==> src/hw/gmx_map.svh <==
// Pin positions, claim masks, role codes and timing for the GPIO pin mux
`ifndef GMX_MAP_SVH
`define GMX_MAP_SVH
`define GMX_PINS             32
`define GMX_PRESENT_MASK     32'hE1F8_FFFF
`define GMX_HOST_MASK        32'h01F8_FFFF
`define GMX_FAST_MASK        32'h0000_F000
`define GMX_SPI_MASK         32'h0000_0F00
`define GMX_UART_MASK        32'h0000_00C0
`define GMX_EE_MASK          32'hC000_0000
`define GMX_OTG_MASK         32'h2000_0000
`define GMX_PIN_EE_HI        31
`define GMX_PIN_EE_LO        30
`define GMX_PIN_OTG_ID       29
`define GMX_PIN_HOST_INT     24
`define GMX_PIN_HOST_RD      23
`define GMX_PIN_HOST_WR      22
`define GMX_PIN_HOST_CS      21
`define GMX_PIN_HOST_A1      20
`define GMX_PIN_HOST_A0      19
`define GMX_PIN_FS_CTS       15
`define GMX_PIN_FS_RTS       14
`define GMX_PIN_FS_RXD       13
`define GMX_PIN_FS_TXD       12
`define GMX_PIN_SPI_MOSI     11
`define GMX_PIN_SPI_SCK      10
`define GMX_PIN_SPI_SEL      9
`define GMX_PIN_SPI_MISO     8
`define GMX_PIN_UART_TX      7
`define GMX_PIN_UART_RX      6
`define GMX_ROLE_UNUSED      2'h0
`define GMX_ROLE_HOST        2'h1
`define GMX_ROLE_PERIPH      2'h2
`define GMX_ROLE_OTG         2'h3
`define GMX_IN_DELAY_PS      41667
`define GMX_CLK_PERIOD_PS    50000
`define GMX_IN_DELAY_CYC     ((`GMX_IN_DELAY_PS / `GMX_CLK_PERIOD_PS) < 1 ? 1 : \
                              (`GMX_IN_DELAY_PS / `GMX_CLK_PERIOD_PS))
`endif

==> src/hw/gmx_pkg.sv <==
// Types for the GPIO pin mux
package gmx_pkg;
  typedef logic [1:0] gmx_role_type;
  typedef struct packed {
    logic [31:0]  pin_out;
    logic [31:0]  pin_oe;
    logic [31:0]  gpio_in;
    logic [31:0]  gpio_avail;
    logic         host_rd_n;
    logic         host_wr_n;
    logic         host_cs_n;
    logic [1:0]   host_addr;
    logic [15:0]  host_data_in;
    logic         fs_cts;
    logic         fs_rxd;
    logic         spi_mosi_in;
    logic         spi_sck_in;
    logic         spi_sel_n;
    logic         spi_miso_in;
    logic         uart_rx;
    logic         ee_scl_in;
    logic         ee_sda_in;
    logic         otg_id;
    gmx_role_type p1_role;
    gmx_role_type p2_role;
    logic         role_err;
    logic         sel_conflict;
  } gmx_state_type;
endpackage

==> src/hw/gmx_pin_mux.sv <==
// Shared GPIO pin multiplexer with interface coexistence and USB role checks
`timescale 1ns/1ps
`include "gmx_map.svh"

////////////////////////////////////////////////////////////////////////////////
// How it works
// [RULE1] Host port excludes fast serial, SPI, UART
// [RULE2] EEPROM and OTG ID pins always usable
// [RULE3] Pin changes seen within two core cycles
// [RULE4] Inputs captured through one flip-flop only
// [RULE5] 25 GPIO; claimed pins leave the pool
// [RULE6] OTG role only on first USB port
// [RULE7] Both USB port roles set independently
// [RULE8] Software drives unused GPIO as low outputs
// [RULE9] Host port control and data pin placement
// [RULE10] Fixed pins for serial, SPI, UART, EEPROM, ID
// [RULE11] Unclaimed pins follow software GPIO control
module gmx_pin_mux (
  input  wire logic                 clk,             // Core clock
  input  wire logic                 nrst,            // Async reset, active low
  input  wire logic [31:0]          pin_in,          // Pad input levels
  output logic      [31:0]          pin_out,         // Pad output levels
  output logic      [31:0]          pin_oe,          // Pad output enables
  input  wire logic                 sel_host,        // Enable parallel_host_port
  input  wire logic                 sel_fast,        // Enable fast_serial_port
  input  wire logic                 sel_spi,         // Enable SPI port
  input  wire logic                 sel_uart,        // Enable UART
  input  wire logic                 sel_eeprom,      // Enable EEPROM lines
  input  wire logic                 sel_otg_id,      // Enable otg_role_id_pin
  input  wire logic [31:0]          gpio_dir,        // Software direction, 1 = out
  input  wire logic [31:0]          gpio_out,        // Software output level
  output logic      [31:0]          gpio_in,         // Captured pin levels
  output logic      [31:0]          gpio_avail,      // Pins free for GPIO
  input  wire logic                 host_int,        // Host port interrupt out
  input  wire logic [15:0]          host_data_out,   // Host port read data
  output logic                      host_read_strobe_n,  // From host
  output logic                      host_write_strobe_n, // From host
  output logic                      host_select_n,   // From host
  output logic      [1:0]           host_addr,       // From host
  output logic      [15:0]          host_data_in,    // Host write data
  output logic                      fs_cts,          // Fast serial clear to send
  input  wire logic                 fs_rts,          // Fast serial request to send
  output logic                      fs_rxd,          // Fast serial receive
  input  wire logic                 fs_txd,          // Fast serial transmit
  input  wire logic                 spi_master,      // 1 = SPI master
  input  wire logic                 spi_mosi_out,    // Master data out
  input  wire logic                 spi_sck_out,     // Master clock out
  input  wire logic                 spi_miso_out,    // Slave data out
  output logic                      spi_mosi_in,     // Slave data in
  output logic                      spi_sck_in,      // Slave clock in
  output logic                      spi_select_in_n, // Slave select in
  output logic                      spi_miso_in,     // Master data in
  input  wire logic                 uart_tx,         // UART transmit
  output logic                      uart_rx,         // UART receive
  input  wire logic                 ee_large,        // Swap clock/data pins
  input  wire logic                 ee_scl_low,      // Pull EEPROM clock low
  input  wire logic                 ee_sda_low,      // Pull EEPROM data low
  output logic                      ee_scl_in,       // EEPROM clock level
  output logic                      ee_sda_in,       // EEPROM data level
  output logic                      otg_role_id_pin, // OTG ID level
  input  wire gmx_pkg::gmx_role_type port1_role,     // first_usb_port request
  input  wire gmx_pkg::gmx_role_type port2_role,     // second_usb_port request
  output gmx_pkg::gmx_role_type     port1_role_eff,  // Granted first port role
  output gmx_pkg::gmx_role_type     port2_role_eff,  // Granted second port role
  output logic                      role_err,        // OTG refused on second port
  output logic                      sel_conflict     // Host port overrode others
);

  localparam int IN_DELAY_CYC = `GMX_IN_DELAY_CYC;

  gmx_pkg::gmx_state_type state_reg;
  gmx_pkg::gmx_state_type state_next;
  logic        en_host;
  logic        en_fast;
  logic        en_spi;
  logic        en_uart;
  logic [31:0] claim;
  logic [31:0] avail;
  logic [31:0] gp_out;
  logic [31:0] gp_oe;
  logic        ee_hi_low;
  logic        ee_lo_low;

  //////////////////////////////////////////////////////////////////////////////
  // Interface enables and claim mask
  assign en_host = sel_host;
  assign en_fast = sel_fast & ~sel_host; // RULE1
  assign en_spi  = sel_spi  & ~sel_host; // RULE1
  assign en_uart = sel_uart & ~sel_host; // RULE1
  assign claim = ({32{en_host}}    & `GMX_HOST_MASK) |
                 ({32{en_fast}}    & `GMX_FAST_MASK) |
                 ({32{en_spi}}     & `GMX_SPI_MASK)  |
                 ({32{en_uart}}    & `GMX_UART_MASK) |
                 ({32{sel_eeprom}} & `GMX_EE_MASK)   |
                 ({32{sel_otg_id}} & `GMX_OTG_MASK);
  assign avail = `GMX_PRESENT_MASK & ~claim; // RULE5
  assign ee_hi_low = ee_large ? ee_sda_low : ee_scl_low;
  assign ee_lo_low = ee_large ? ee_scl_low : ee_sda_low;

  //////////////////////////////////////////////////////////////////////////////
  // Plain GPIO drive for every free pin
  for (genvar i = 0; i < `GMX_PINS; i++) begin : g_gpio
    assign gp_oe[i]  = avail[i] & gpio_dir[i];              // RULE11
    assign gp_out[i] = avail[i] & gpio_dir[i] & gpio_out[i]; // RULE11
  end

  //////////////////////////////////////////////////////////////////////////////
  // Next state: pin overlay, input capture, role checks
  always_comb begin
    state_next = state_reg;
    state_next.pin_out    = gp_out;
    state_next.pin_oe     = gp_oe;
    state_next.gpio_in    = pin_in & `GMX_PRESENT_MASK; // RULE3 RULE4
    state_next.gpio_avail = avail;
    state_next.sel_conflict = sel_host & (sel_fast | sel_spi | sel_uart); // RULE1
    // Parallel host port
    if (en_host) begin
      state_next.pin_out[`GMX_PIN_HOST_INT] = host_int; // RULE9
      state_next.pin_oe[`GMX_PIN_HOST_INT]  = 1'b1;     // RULE9
      state_next.pin_out[15:0] = host_data_out;         // RULE9
      state_next.pin_oe[15:0]  = {16{~pin_in[`GMX_PIN_HOST_CS] &
                                     ~pin_in[`GMX_PIN_HOST_RD]}}; // RULE9
    end
    state_next.host_rd_n    = en_host ? pin_in[`GMX_PIN_HOST_RD] : 1'b1;
    state_next.host_wr_n    = en_host ? pin_in[`GMX_PIN_HOST_WR] : 1'b1;
    state_next.host_cs_n    = en_host ? pin_in[`GMX_PIN_HOST_CS] : 1'b1;
    state_next.host_addr    = en_host ?
                              {pin_in[`GMX_PIN_HOST_A1], pin_in[`GMX_PIN_HOST_A0]} : 2'h0;
    state_next.host_data_in = en_host ? pin_in[15:0] : 16'h0000;
    // Fast serial port
    if (en_fast) begin
      state_next.pin_out[`GMX_PIN_FS_RTS] = fs_rts; // RULE10
      state_next.pin_oe[`GMX_PIN_FS_RTS]  = 1'b1;
      state_next.pin_out[`GMX_PIN_FS_TXD] = fs_txd; // RULE10
      state_next.pin_oe[`GMX_PIN_FS_TXD]  = 1'b1;
    end
    state_next.fs_cts = en_fast ? pin_in[`GMX_PIN_FS_CTS] : 1'b1;
    state_next.fs_rxd = en_fast ? pin_in[`GMX_PIN_FS_RXD] : 1'b1;
    // SPI port, master drives clock and data, slave drives MISO when selected
    if (en_spi) begin
      state_next.pin_out[`GMX_PIN_SPI_MOSI] = spi_mosi_out; // RULE10
      state_next.pin_oe[`GMX_PIN_SPI_MOSI]  = spi_master;
      state_next.pin_out[`GMX_PIN_SPI_SCK]  = spi_sck_out;
      state_next.pin_oe[`GMX_PIN_SPI_SCK]   = spi_master;
      state_next.pin_out[`GMX_PIN_SPI_MISO] = spi_miso_out;
      state_next.pin_oe[`GMX_PIN_SPI_MISO]  = ~spi_master & ~pin_in[`GMX_PIN_SPI_SEL];
    end
    state_next.spi_mosi_in = en_spi & pin_in[`GMX_PIN_SPI_MOSI];
    state_next.spi_sck_in  = en_spi & pin_in[`GMX_PIN_SPI_SCK];
    state_next.spi_sel_n   = ~en_spi | pin_in[`GMX_PIN_SPI_SEL];
    state_next.spi_miso_in = en_spi & pin_in[`GMX_PIN_SPI_MISO];
    // UART
    if (en_uart) begin
      state_next.pin_out[`GMX_PIN_UART_TX] = uart_tx; // RULE10
      state_next.pin_oe[`GMX_PIN_UART_TX]  = 1'b1;
    end
    state_next.uart_rx = en_uart ? pin_in[`GMX_PIN_UART_RX] : 1'b1;
    // EEPROM open-drain lines, independent of every other selection
    if (sel_eeprom) begin
      state_next.pin_out[`GMX_PIN_EE_HI] = 1'b0;      // RULE2 RULE10
      state_next.pin_oe[`GMX_PIN_EE_HI]  = ee_hi_low; // RULE2
      state_next.pin_out[`GMX_PIN_EE_LO] = 1'b0;
      state_next.pin_oe[`GMX_PIN_EE_LO]  = ee_lo_low; // RULE2
    end
    state_next.ee_scl_in = ~sel_eeprom |
                           pin_in[ee_large ? `GMX_PIN_EE_LO : `GMX_PIN_EE_HI];
    state_next.ee_sda_in = ~sel_eeprom |
                           pin_in[ee_large ? `GMX_PIN_EE_HI : `GMX_PIN_EE_LO];
    state_next.otg_id = sel_otg_id ? pin_in[`GMX_PIN_OTG_ID] : 1'b1; // RULE2 RULE10
    // USB port roles
    state_next.p1_role  = port1_role; // RULE7
    state_next.role_err = (port2_role == `GMX_ROLE_OTG); // RULE6
    state_next.p2_role  = (port2_role == `GMX_ROLE_OTG) ? `GMX_ROLE_UNUSED
                                                         : port2_role; // RULE6 RULE7
  end

  //////////////////////////////////////////////////////////////////////////////
  // State register
  always_ff @(posedge clk or negedge nrst) begin
    if (!nrst) begin
      state_reg <= '0;
      state_reg.host_rd_n <= 1'b1;
      state_reg.host_wr_n <= 1'b1;
      state_reg.host_cs_n <= 1'b1;
      state_reg.fs_cts    <= 1'b1;
      state_reg.fs_rxd    <= 1'b1;
      state_reg.spi_sel_n <= 1'b1;
      state_reg.uart_rx   <= 1'b1;
      state_reg.ee_scl_in <= 1'b1;
      state_reg.ee_sda_in <= 1'b1;
      state_reg.otg_id    <= 1'b1;
    end else begin
      state_reg <= state_next;
    end
  end

  //////////////////////////////////////////////////////////////////////////////
  // Outputs
  assign pin_out             = state_reg.pin_out;
  assign pin_oe              = state_reg.pin_oe;
  assign gpio_in             = state_reg.gpio_in;
  assign gpio_avail          = state_reg.gpio_avail;
  assign host_read_strobe_n  = state_reg.host_rd_n;
  assign host_write_strobe_n = state_reg.host_wr_n;
  assign host_select_n       = state_reg.host_cs_n;
  assign host_addr           = state_reg.host_addr;
  assign host_data_in        = state_reg.host_data_in;
  assign fs_cts              = state_reg.fs_cts;
  assign fs_rxd              = state_reg.fs_rxd;
  assign spi_mosi_in         = state_reg.spi_mosi_in;
  assign spi_sck_in          = state_reg.spi_sck_in;
  assign spi_select_in_n     = state_reg.spi_sel_n;
  assign spi_miso_in         = state_reg.spi_miso_in;
  assign uart_rx             = state_reg.uart_rx;
  assign ee_scl_in           = state_reg.ee_scl_in;
  assign ee_sda_in           = state_reg.ee_sda_in;
  assign otg_role_id_pin     = state_reg.otg_id;
  assign port1_role_eff      = state_reg.p1_role;
  assign port2_role_eff      = state_reg.p2_role;
  assign role_err            = state_reg.role_err;
  assign sel_conflict        = state_reg.sel_conflict;
endmodule // gmx_pin_mux

==> config.mk <==
export PLATFORM = sky130hd
export DESIGN_NAME = gmx_pin_mux
export DESIGN_NICKNAME = d
export VERILOG_FILES = /design/src/hw/gmx_pkg.sv /design/src/hw/gmx_pin_mux.sv
export VERILOG_INCLUDE_DIRS = /design/src /design/src/hw
export SDC_FILE = /design/constraint.sdc
export NUM_CORES = 1
export LEC_CHECK = 0
export BUFFER_PORTS_ARGS = -buffer_cell sky130_fd_sc_hd__buf_4
export CAP_MARGIN = 40
export CORE_AREA = 8 8 116 118
export CTS_CLUSTER_DIAMETER = 80
export DETAILED_ROUTE_END_ITERATION = 8
export DIE_AREA = 0 0 124 126
export PLACE_DENSITY_LB_ADDON = 0.1
export SETUP_SLACK_MARGIN = 0.02
export SYNTH_ARGS = -nofsm -noshare
export SYNTH_HDL_FRONTEND = slang
export SYNTH_SLANG_ARGS = --single-unit
==> constraint.sdc <==
create_clock -name clk -period 0.8 [get_ports clk]
set_input_delay 0.04 -clock clk [delete_from_list [all_inputs] [get_ports clk]]
set_output_delay 0.04 -clock clk [all_outputs]
set_load 0.01 [all_outputs]
# Word level (Yosys, flattened, before mapping)
# Cells that the tools add are included.
# totals
regBits,137
inputBits,135
out_inout_bits,165
word_cells,139
# classes
order_cmp,2
n_eq_ne,1
mux,36
bitwise_logic,77
# ops
op,count
AND 1 bit,59
two-way mux 16 bit,3
inverter 32 bit,1
OR 25 x 32 -> 32 bit,1
OR 32 x 30 -> 32 bit,1
two-way mux 1 bit,25
OR 25 x 12 -> 25 bit,1
OR 25 x 16 -> 25 bit,1
OR 25 x 8 -> 25 bit,1
"< comparator 5 x 6 -> 1 bit, second input constant",2
two-way mux 2 bit,6
binary-select mux 1 bit (select 5 bit),2
inverter 1 bit,7
OR 1 bit,5
"equality test 2 bit, second input constant",1

# Longest topological paths before layout
# Gate-level depths: netlist (run 1).
# depth
depth_word,12
ltp_mapped,4
ltp_nobuf,2

# Worst setup path after synthesis (run 1)
# OpenSTA, ideal clock, no wires.
# synth_path
path_kind,input port to flip-flop
from,input port sel_host
to,"register state_reg, in the netlist pin_oe[24]"
setup_time_ps,127
t_arrival_ps,620
required_time_ps,673
slack_ps,52
stages,3
n_path_buf,2
path_cell_list,buf_2 -> buf_2 -> or2_2
# synth_lines
item,line,text
from (decl),gmx_pin_mux.sv:24,"input wire logic sel_host,"
to (signal assigned),gmx_pin_mux.sv:193,state_reg <= state_next;
to (decl),gmx_pin_mux.sv:71,gmx_pkg::gmx_state_type state_reg;

==> impl_metrics.ini, run 1 <==
[routing]
drt_iter0_markers = 173
dr.pass1.iters = 4
wirelength_um = 15140
wl_per_cell_um = 17.86
drcViolationCount = 0
vias = 3693
antenna_left = 0
via_per_inst = 4.355

[sta]
whs_ps = -0.2231
tightest_slew_ps = 713.1
setup_violations = 139
slew_headroom = 0.5225
clock.fmax_mhz = 924.4
fin_crit_sh = 1.352
hold_violations = 1
finalWorstSetupSlack_ps = -281.8
period_needed_ps = 1082
rsz0062_at_grt = yes
slew_viol_final = 0

[die]
die_h_um = 126
coreArea_mm2 = 0.01171
ios = 300
die_area_mm2 = 0.01562
rows = 40
die_width_um = 124
start_util = 0.3601

[placed_design]
place_inst = 700
dp_hpwl_um = 10160
io_buffer_count = 250
place.gp.congestion = 0.7647

[layout]
layout.nets = 823
ff_latch_area_mm2 = 0.002969
multi_input_area_um2 = 958.4
syn_to_final_growth_pct = 98.55
fin_util = 0.7151
stdcell_count = 848
nFillCells = 772
final_layout_size_suffix_gt1_frac = 0.4479
num_antenna_cells = 0

[critical_path]
startpoint_type = flop
arrival_ps = 1040
path_buf_inv = 1
slowest_delay_ps = 470
crit_path_end_kind = primary output
required_ps = 760
critPathTopFamily = flip-flops
critPathLaunch = gpio_avail[24]
path_max_fanout = 12
crit_type = reg2out
cp_slowest_cell = dfrtp_2
path_cells = buf_4

[clock_tree]
htree_num_levels = 4
numCtsBuffers = 17
cts_num_sinks = 118
clock_path_buffers = 2
clk_pin_slew_ps = 50
cts_setup_buffers = 0
ctsRootBufferMaster = clkbuf_16
cts_tree = yes

[yosys]
syn_avg_cell_area_um2 = 13.22
synth_edf_count = 0
synth_most_common_cell = dfrtp_1
synth_commonest_cells = dfrtp_1 (108), buf_4 (48), and2_1 (26)
synth.largest_area_cell = dfrtp_1
syn_area_mm2 = 0.004218
synth_flop_cell = dfrtp_1
synth_top_area_share = 0.6408
synth_cell_types = 28
ys_top_cells_by_area = dfrtp_1 (64%), buf_4 (8.5%), dfstp_2 (6.2%)
ys_seq_area_frac = 0.7031
async_reset_ff_frac = 1.000
ys_ff_latch = 118
syn_inst = 319
yosysWarningCount = 0

[pwr]
ir_worst_vdd_v = 0.001496
p_leak_nw = 4.175
power.density_mw_per_mm2 = 1930

[grt]
grt_max_degree = 46
antenna_found_initial = 0
grt_usage = 0.1939
grt-ovfl-total = 0
first_global_vias = 4198
grt_first_pass_wirelength_um = 22740

[flow_run]
maxCapViolCount = 0

[outcome]
violations = hold timing, setup timing
outcome = finished, violations left

[hold_path]
hp-class = in2reg
worstHoldStart = sel_fast
routing by layer:
metal	vias to the layer above	track usage	wire length [um]
met5	-	0	0
met4	0	0.08333	309
met3	20	0.07105	1490
met2	185	0.3438	8083
met1	1789	0.1983	5260
li1	1699	-	-
stage by stage:
| stage | power, W | area (um2) | setup TNS, ps | hold WS [ps] | setup slack, ps |
|---|---|---|---|---|---|
| after global routing | 0.01687 | 8374 | -28080 | 21.53 | -333.0 |
| after CTS | 0.01630 | 8320 | -26210 | 13.58 | -315.0 |
| after detailed placement | 0.008593 | 6162 | -4982 | -121.0 | -267.3 |
| after floorplan | 0.007299 | 4319 | 0 | -255.6 | 52.20 |
| after global placement | 0.008561 | 6162 | -4315 | -124.9 | -227.9 |
| final | 0.01616 | 8374 | -22600 | -0.2231 | -281.8 |
worst paths after layout:
kind                            endpoint  slack [ps]  cells past startpoint
max                        gpio_avail[5]        -280                      1
min                           pin_oe[12]        -0.2                      3
max in group asynchronous         fs_cts         220                      3
min in group asynchronous     gpio_in[9]          60                      2
layout by cell type (no fill, tap or decap), drive strengths merged, types with 2 or more instances in the layout:
| master | Yosys | final |
|---|---|---|
| dlymetal6s4s | 0 | 2 |
| clkinv | 0 | 7 |
| and2 | 26 | 26 |
| nand3 | 2 | 2 |
| o21ai | 16 | 16 |
| clkbuf | 4 | 22 |
| clkinvlp | 0 | 2 |
| nand2b | 9 | 9 |
| dlygate4sd3 | 0 | 114 |
| inv | 5 | 5 |
| nand2 | 19 | 19 |
| a21oi | 8 | 8 |
| nor2b | 9 | 9 |
| and3 | 2 | 2 |
| dfstp | 10 | 10 |
| nor2 | 12 | 12 |
| nand3b | 6 | 6 |
| a21o | 8 | 8 |
| buf | 54 | 265 |
| a32o | 2 | 2 |
| mux2i | 6 | 6 |
| conb | 1 | 28 |
| dfrtp | 108 | 108 |
| a2bb2oi | 6 | 6 |
registers in the layout (all words and copies together), names as in the netlist, 2 cells and up:
register	flops
gpio_in	25
port1_role_eff	2
host_addr	2
pin_out	25
port2_role_eff	2
host_data_in	16
pin_oe	25
gpio_avail	6
power breakdown:
part / internal (W) / switching [W]
registers: 0.00634 / 0.000189
logic: 0.00167 / 0.00107
clock network: 0.00438 / 0.00250
total: 0.0124 / 0.00377
area by class of cell:
type	instances	share of cell area
clock buffers	22	0.05543
clock inverters	10	0.009562
inverters	5	0.002241
multi-input cells	165	0.1144
flip-flops and latches	118	0.3545
well taps	147	0.02196
repair buffers	381	0.4418
what timing repair did:
item | in CTS | in global routing
resized for setup | 128 | 8
hold buffers | 114 | 3
pin swaps | 0 | 1
endpoints found under the setup margin | 137 | 153
endpoints found under the hold margin | 234 | 2
worst min-delay path, cell delays in order:
cell,delay (ps)
buf_4,120
nor2_1,60
o21ai_0,150
logic make-up (layout without fill, tap and decap cells):
family                 Yosys count  in the layout  share of synthesized area
DFF                            118            118                     0.7031
and+or+nand+nor                 90             90                     0.1192
buffers and inverters           63            418                     0.1006
AOI/OAI and AO/OA               41             41                    0.06200
muxes                            6              6                    0.01424
other                            1             28                  0.0008891
No activity file was read; power rests on OpenSTA's default activity.
==> inputs of run 2 (changes only) <==
Settings changed: CORE_AREA 8 8 116 118 to 8 8 110 112, DIE_AREA 0 0 124 126 to 0 0 118 120.
Clock period 0.8 ns to 1.25 ns, I/O delays scaled along.
==> run 2 against run 1 <==
  * The run now ends clean
  * Combinational power shrank 41%
  * Sequential power fell by 37%
  * Core utilization increased by 4.0 points
  * Via count increased by 0.14%
  * Wire length down 1.9%
==> impl_metrics.ini, run 2 (same netlist as run 1, synthesis figures left out) <==
[critical_path]
path_max_fanout = 2
crit_type = in2reg
crit_path_end_kind = flop
cp_slowest_cell = dlygate4sd3_1
startpoint_type = input port
slowest_delay_ps = 570
arrival_ps = 1620
path_buf_inv = 3
critPathTopFamily = buffers and inverters
path_cells = dlygate4sd3_1, buf_4, nor2b_2, and2_1, dlygate4sd3_1
required_ps = 1640
crit_path_frequent_cell = dlygate4sd3_1

[sta]
setup_tns_ps = 0
setup_violations = 0
period_needed_ps = 1232
hold_violations = 0
slew_viol_final = 0
fin_crit_sh = 0.9857
clock.fmax_mhz = 811.6
rsz0062_at_grt = yes
whs_ps = 13.85

[layout]
final_common_cell = buf_4
nFillCells = 699
final_cell_mix = buf_4 (244), dlygate4sd3_1 (121), dfrtp_1 (107)
layout.nets = 822
syn_to_final_growth_pct = 88.13
final_layout_size_suffix_gt1_frac = 0.4414

[placed_design]
dp_hpwl_um = 10030
io_buffer_count = 250
place.gp.congestion = 0.7758

[routing]
drcViolationCount = 0
antenna_left = 0
drt_iter0_markers = 182
dr.pass1.iters = 4
wl_per_cell_um = 17.62
wirelength_um = 14860
vias = 3698
via_per_inst = 4.387

[grt]
grt-ovfl-total = 0
first_global_vias = 4326
grt_max_degree = 43
grt_first_pass_wirelength_um = 23140
grt_usage = 0.2095
antenna_found_initial = 3

[die]
coreArea_mm2 = 0.01051
die_width_um = 118
ios = 300
rows = 38
start_util = 0.4014
die_h_um = 120
die_area_mm2 = 0.01416

[outcome]
outcome = finished, final reports clean

[clock_tree]
ctsRootBufferMaster = clkbuf_8
htree_num_levels = 4
clk_pin_slew_ps = 60
cts_num_sinks = 118
cts_tree = yes
numCtsBuffers = 17
clock_path_buffers = 2

[hold_path]
hp-class = in2async

[pwr]
ir_worst_vdd_v = 0.0007066
p_leak_nw = 4.025
p_total_w = 0.01042
power.density_mw_per_mm2 = 1313

[flow_run]
maxCapViolCount = 0
## run 2: cell count changes in the layout (fill, tap and decap cells not counted), sizes merged
cell / before / now
dlygate4sd3: 114 / 121
buf: 265 / 259
diode: 0 / 3
clkinv: 7 / 5
dlymetal6s4s: 2 / 0
bufinv: 1 / 2
clkbuf: 22 / 21
clkinvlp: 2 / 3
inv: 5 / 6
## run 2: layout make-up
type / instances / area [um2] / area share
repair buffers: 380 / 3229 / 0.4070
flip-flops and latches: 118 / 2967 / 0.3739
multi-input cells: 165 / 954.7 / 0.1203
clock buffers: 21 / 459.2 / 0.05787
well taps: 140 / 175.2 / 0.02208
clock inverters: 11 / 123.9 / 0.01561
inverters: 5 / 18.77 / 0.002365
diodes: 3 / 7.507 / 0.0009461
## run 2: what timing repair did
action / in CTS / in global routing
pin swaps: 0 / 1
hold buffers: 121 / 0
setup buffers: 0 / 0
endpoints found under the hold margin: 228 / 0
setup endpoints to repair: 17 / 29
gates cloned: 0 / 0
resized for setup: 6 / 13
## run 2: per-layer routing
layer / up-vias / track usage / part of all wire
li1: 1703 / - / -
met1: 1783 / 0.2147 / 0.37
met2: 188 / 0.3712 / 0.53
met3: 24 / 0.08079 / 0.073
met4: 0 / 0.1009 / 0.023
met5: - / 0 / 0
## run 2: power breakdown
group	internal (W)	switching [W]	total, W
clock	0.00299	0.00169	0.00468
sequential	0.00405	0.0000777	0.00413
combinational	0.000926	0.000689	0.00161
total	0.00797	0.00245	0.0104
## run 2: final timing paths
kind                              start           to  slack (ps)  cells after the start
worst max-delay path       gpio_dir[22]  pin_out[22]          20                      5
worst min-delay path               nrst   pin_oe[31]          10                      2
max in group asynchronous          nrst       fs_rxd         630                      3
min in group clk             pin_in[15]  gpio_in[15]         210                      2
## run 2: through the flow
stage / setup slack, ps / utilization / cells / cell area, um2
after floorplan: 479.7 / - / 346 / 4319
after global placement: 196.3 / 0.5766 / 687 / 6058
after detailed placement: 174.2 / 0.5766 / 687 / 6058
after CTS: -4.691 / 0.7492 / 840 / 7873
after global routing: -19.81 / 0.7552 / 843 / 7935
final: 17.84 / 0.7552 / 843 / 7935
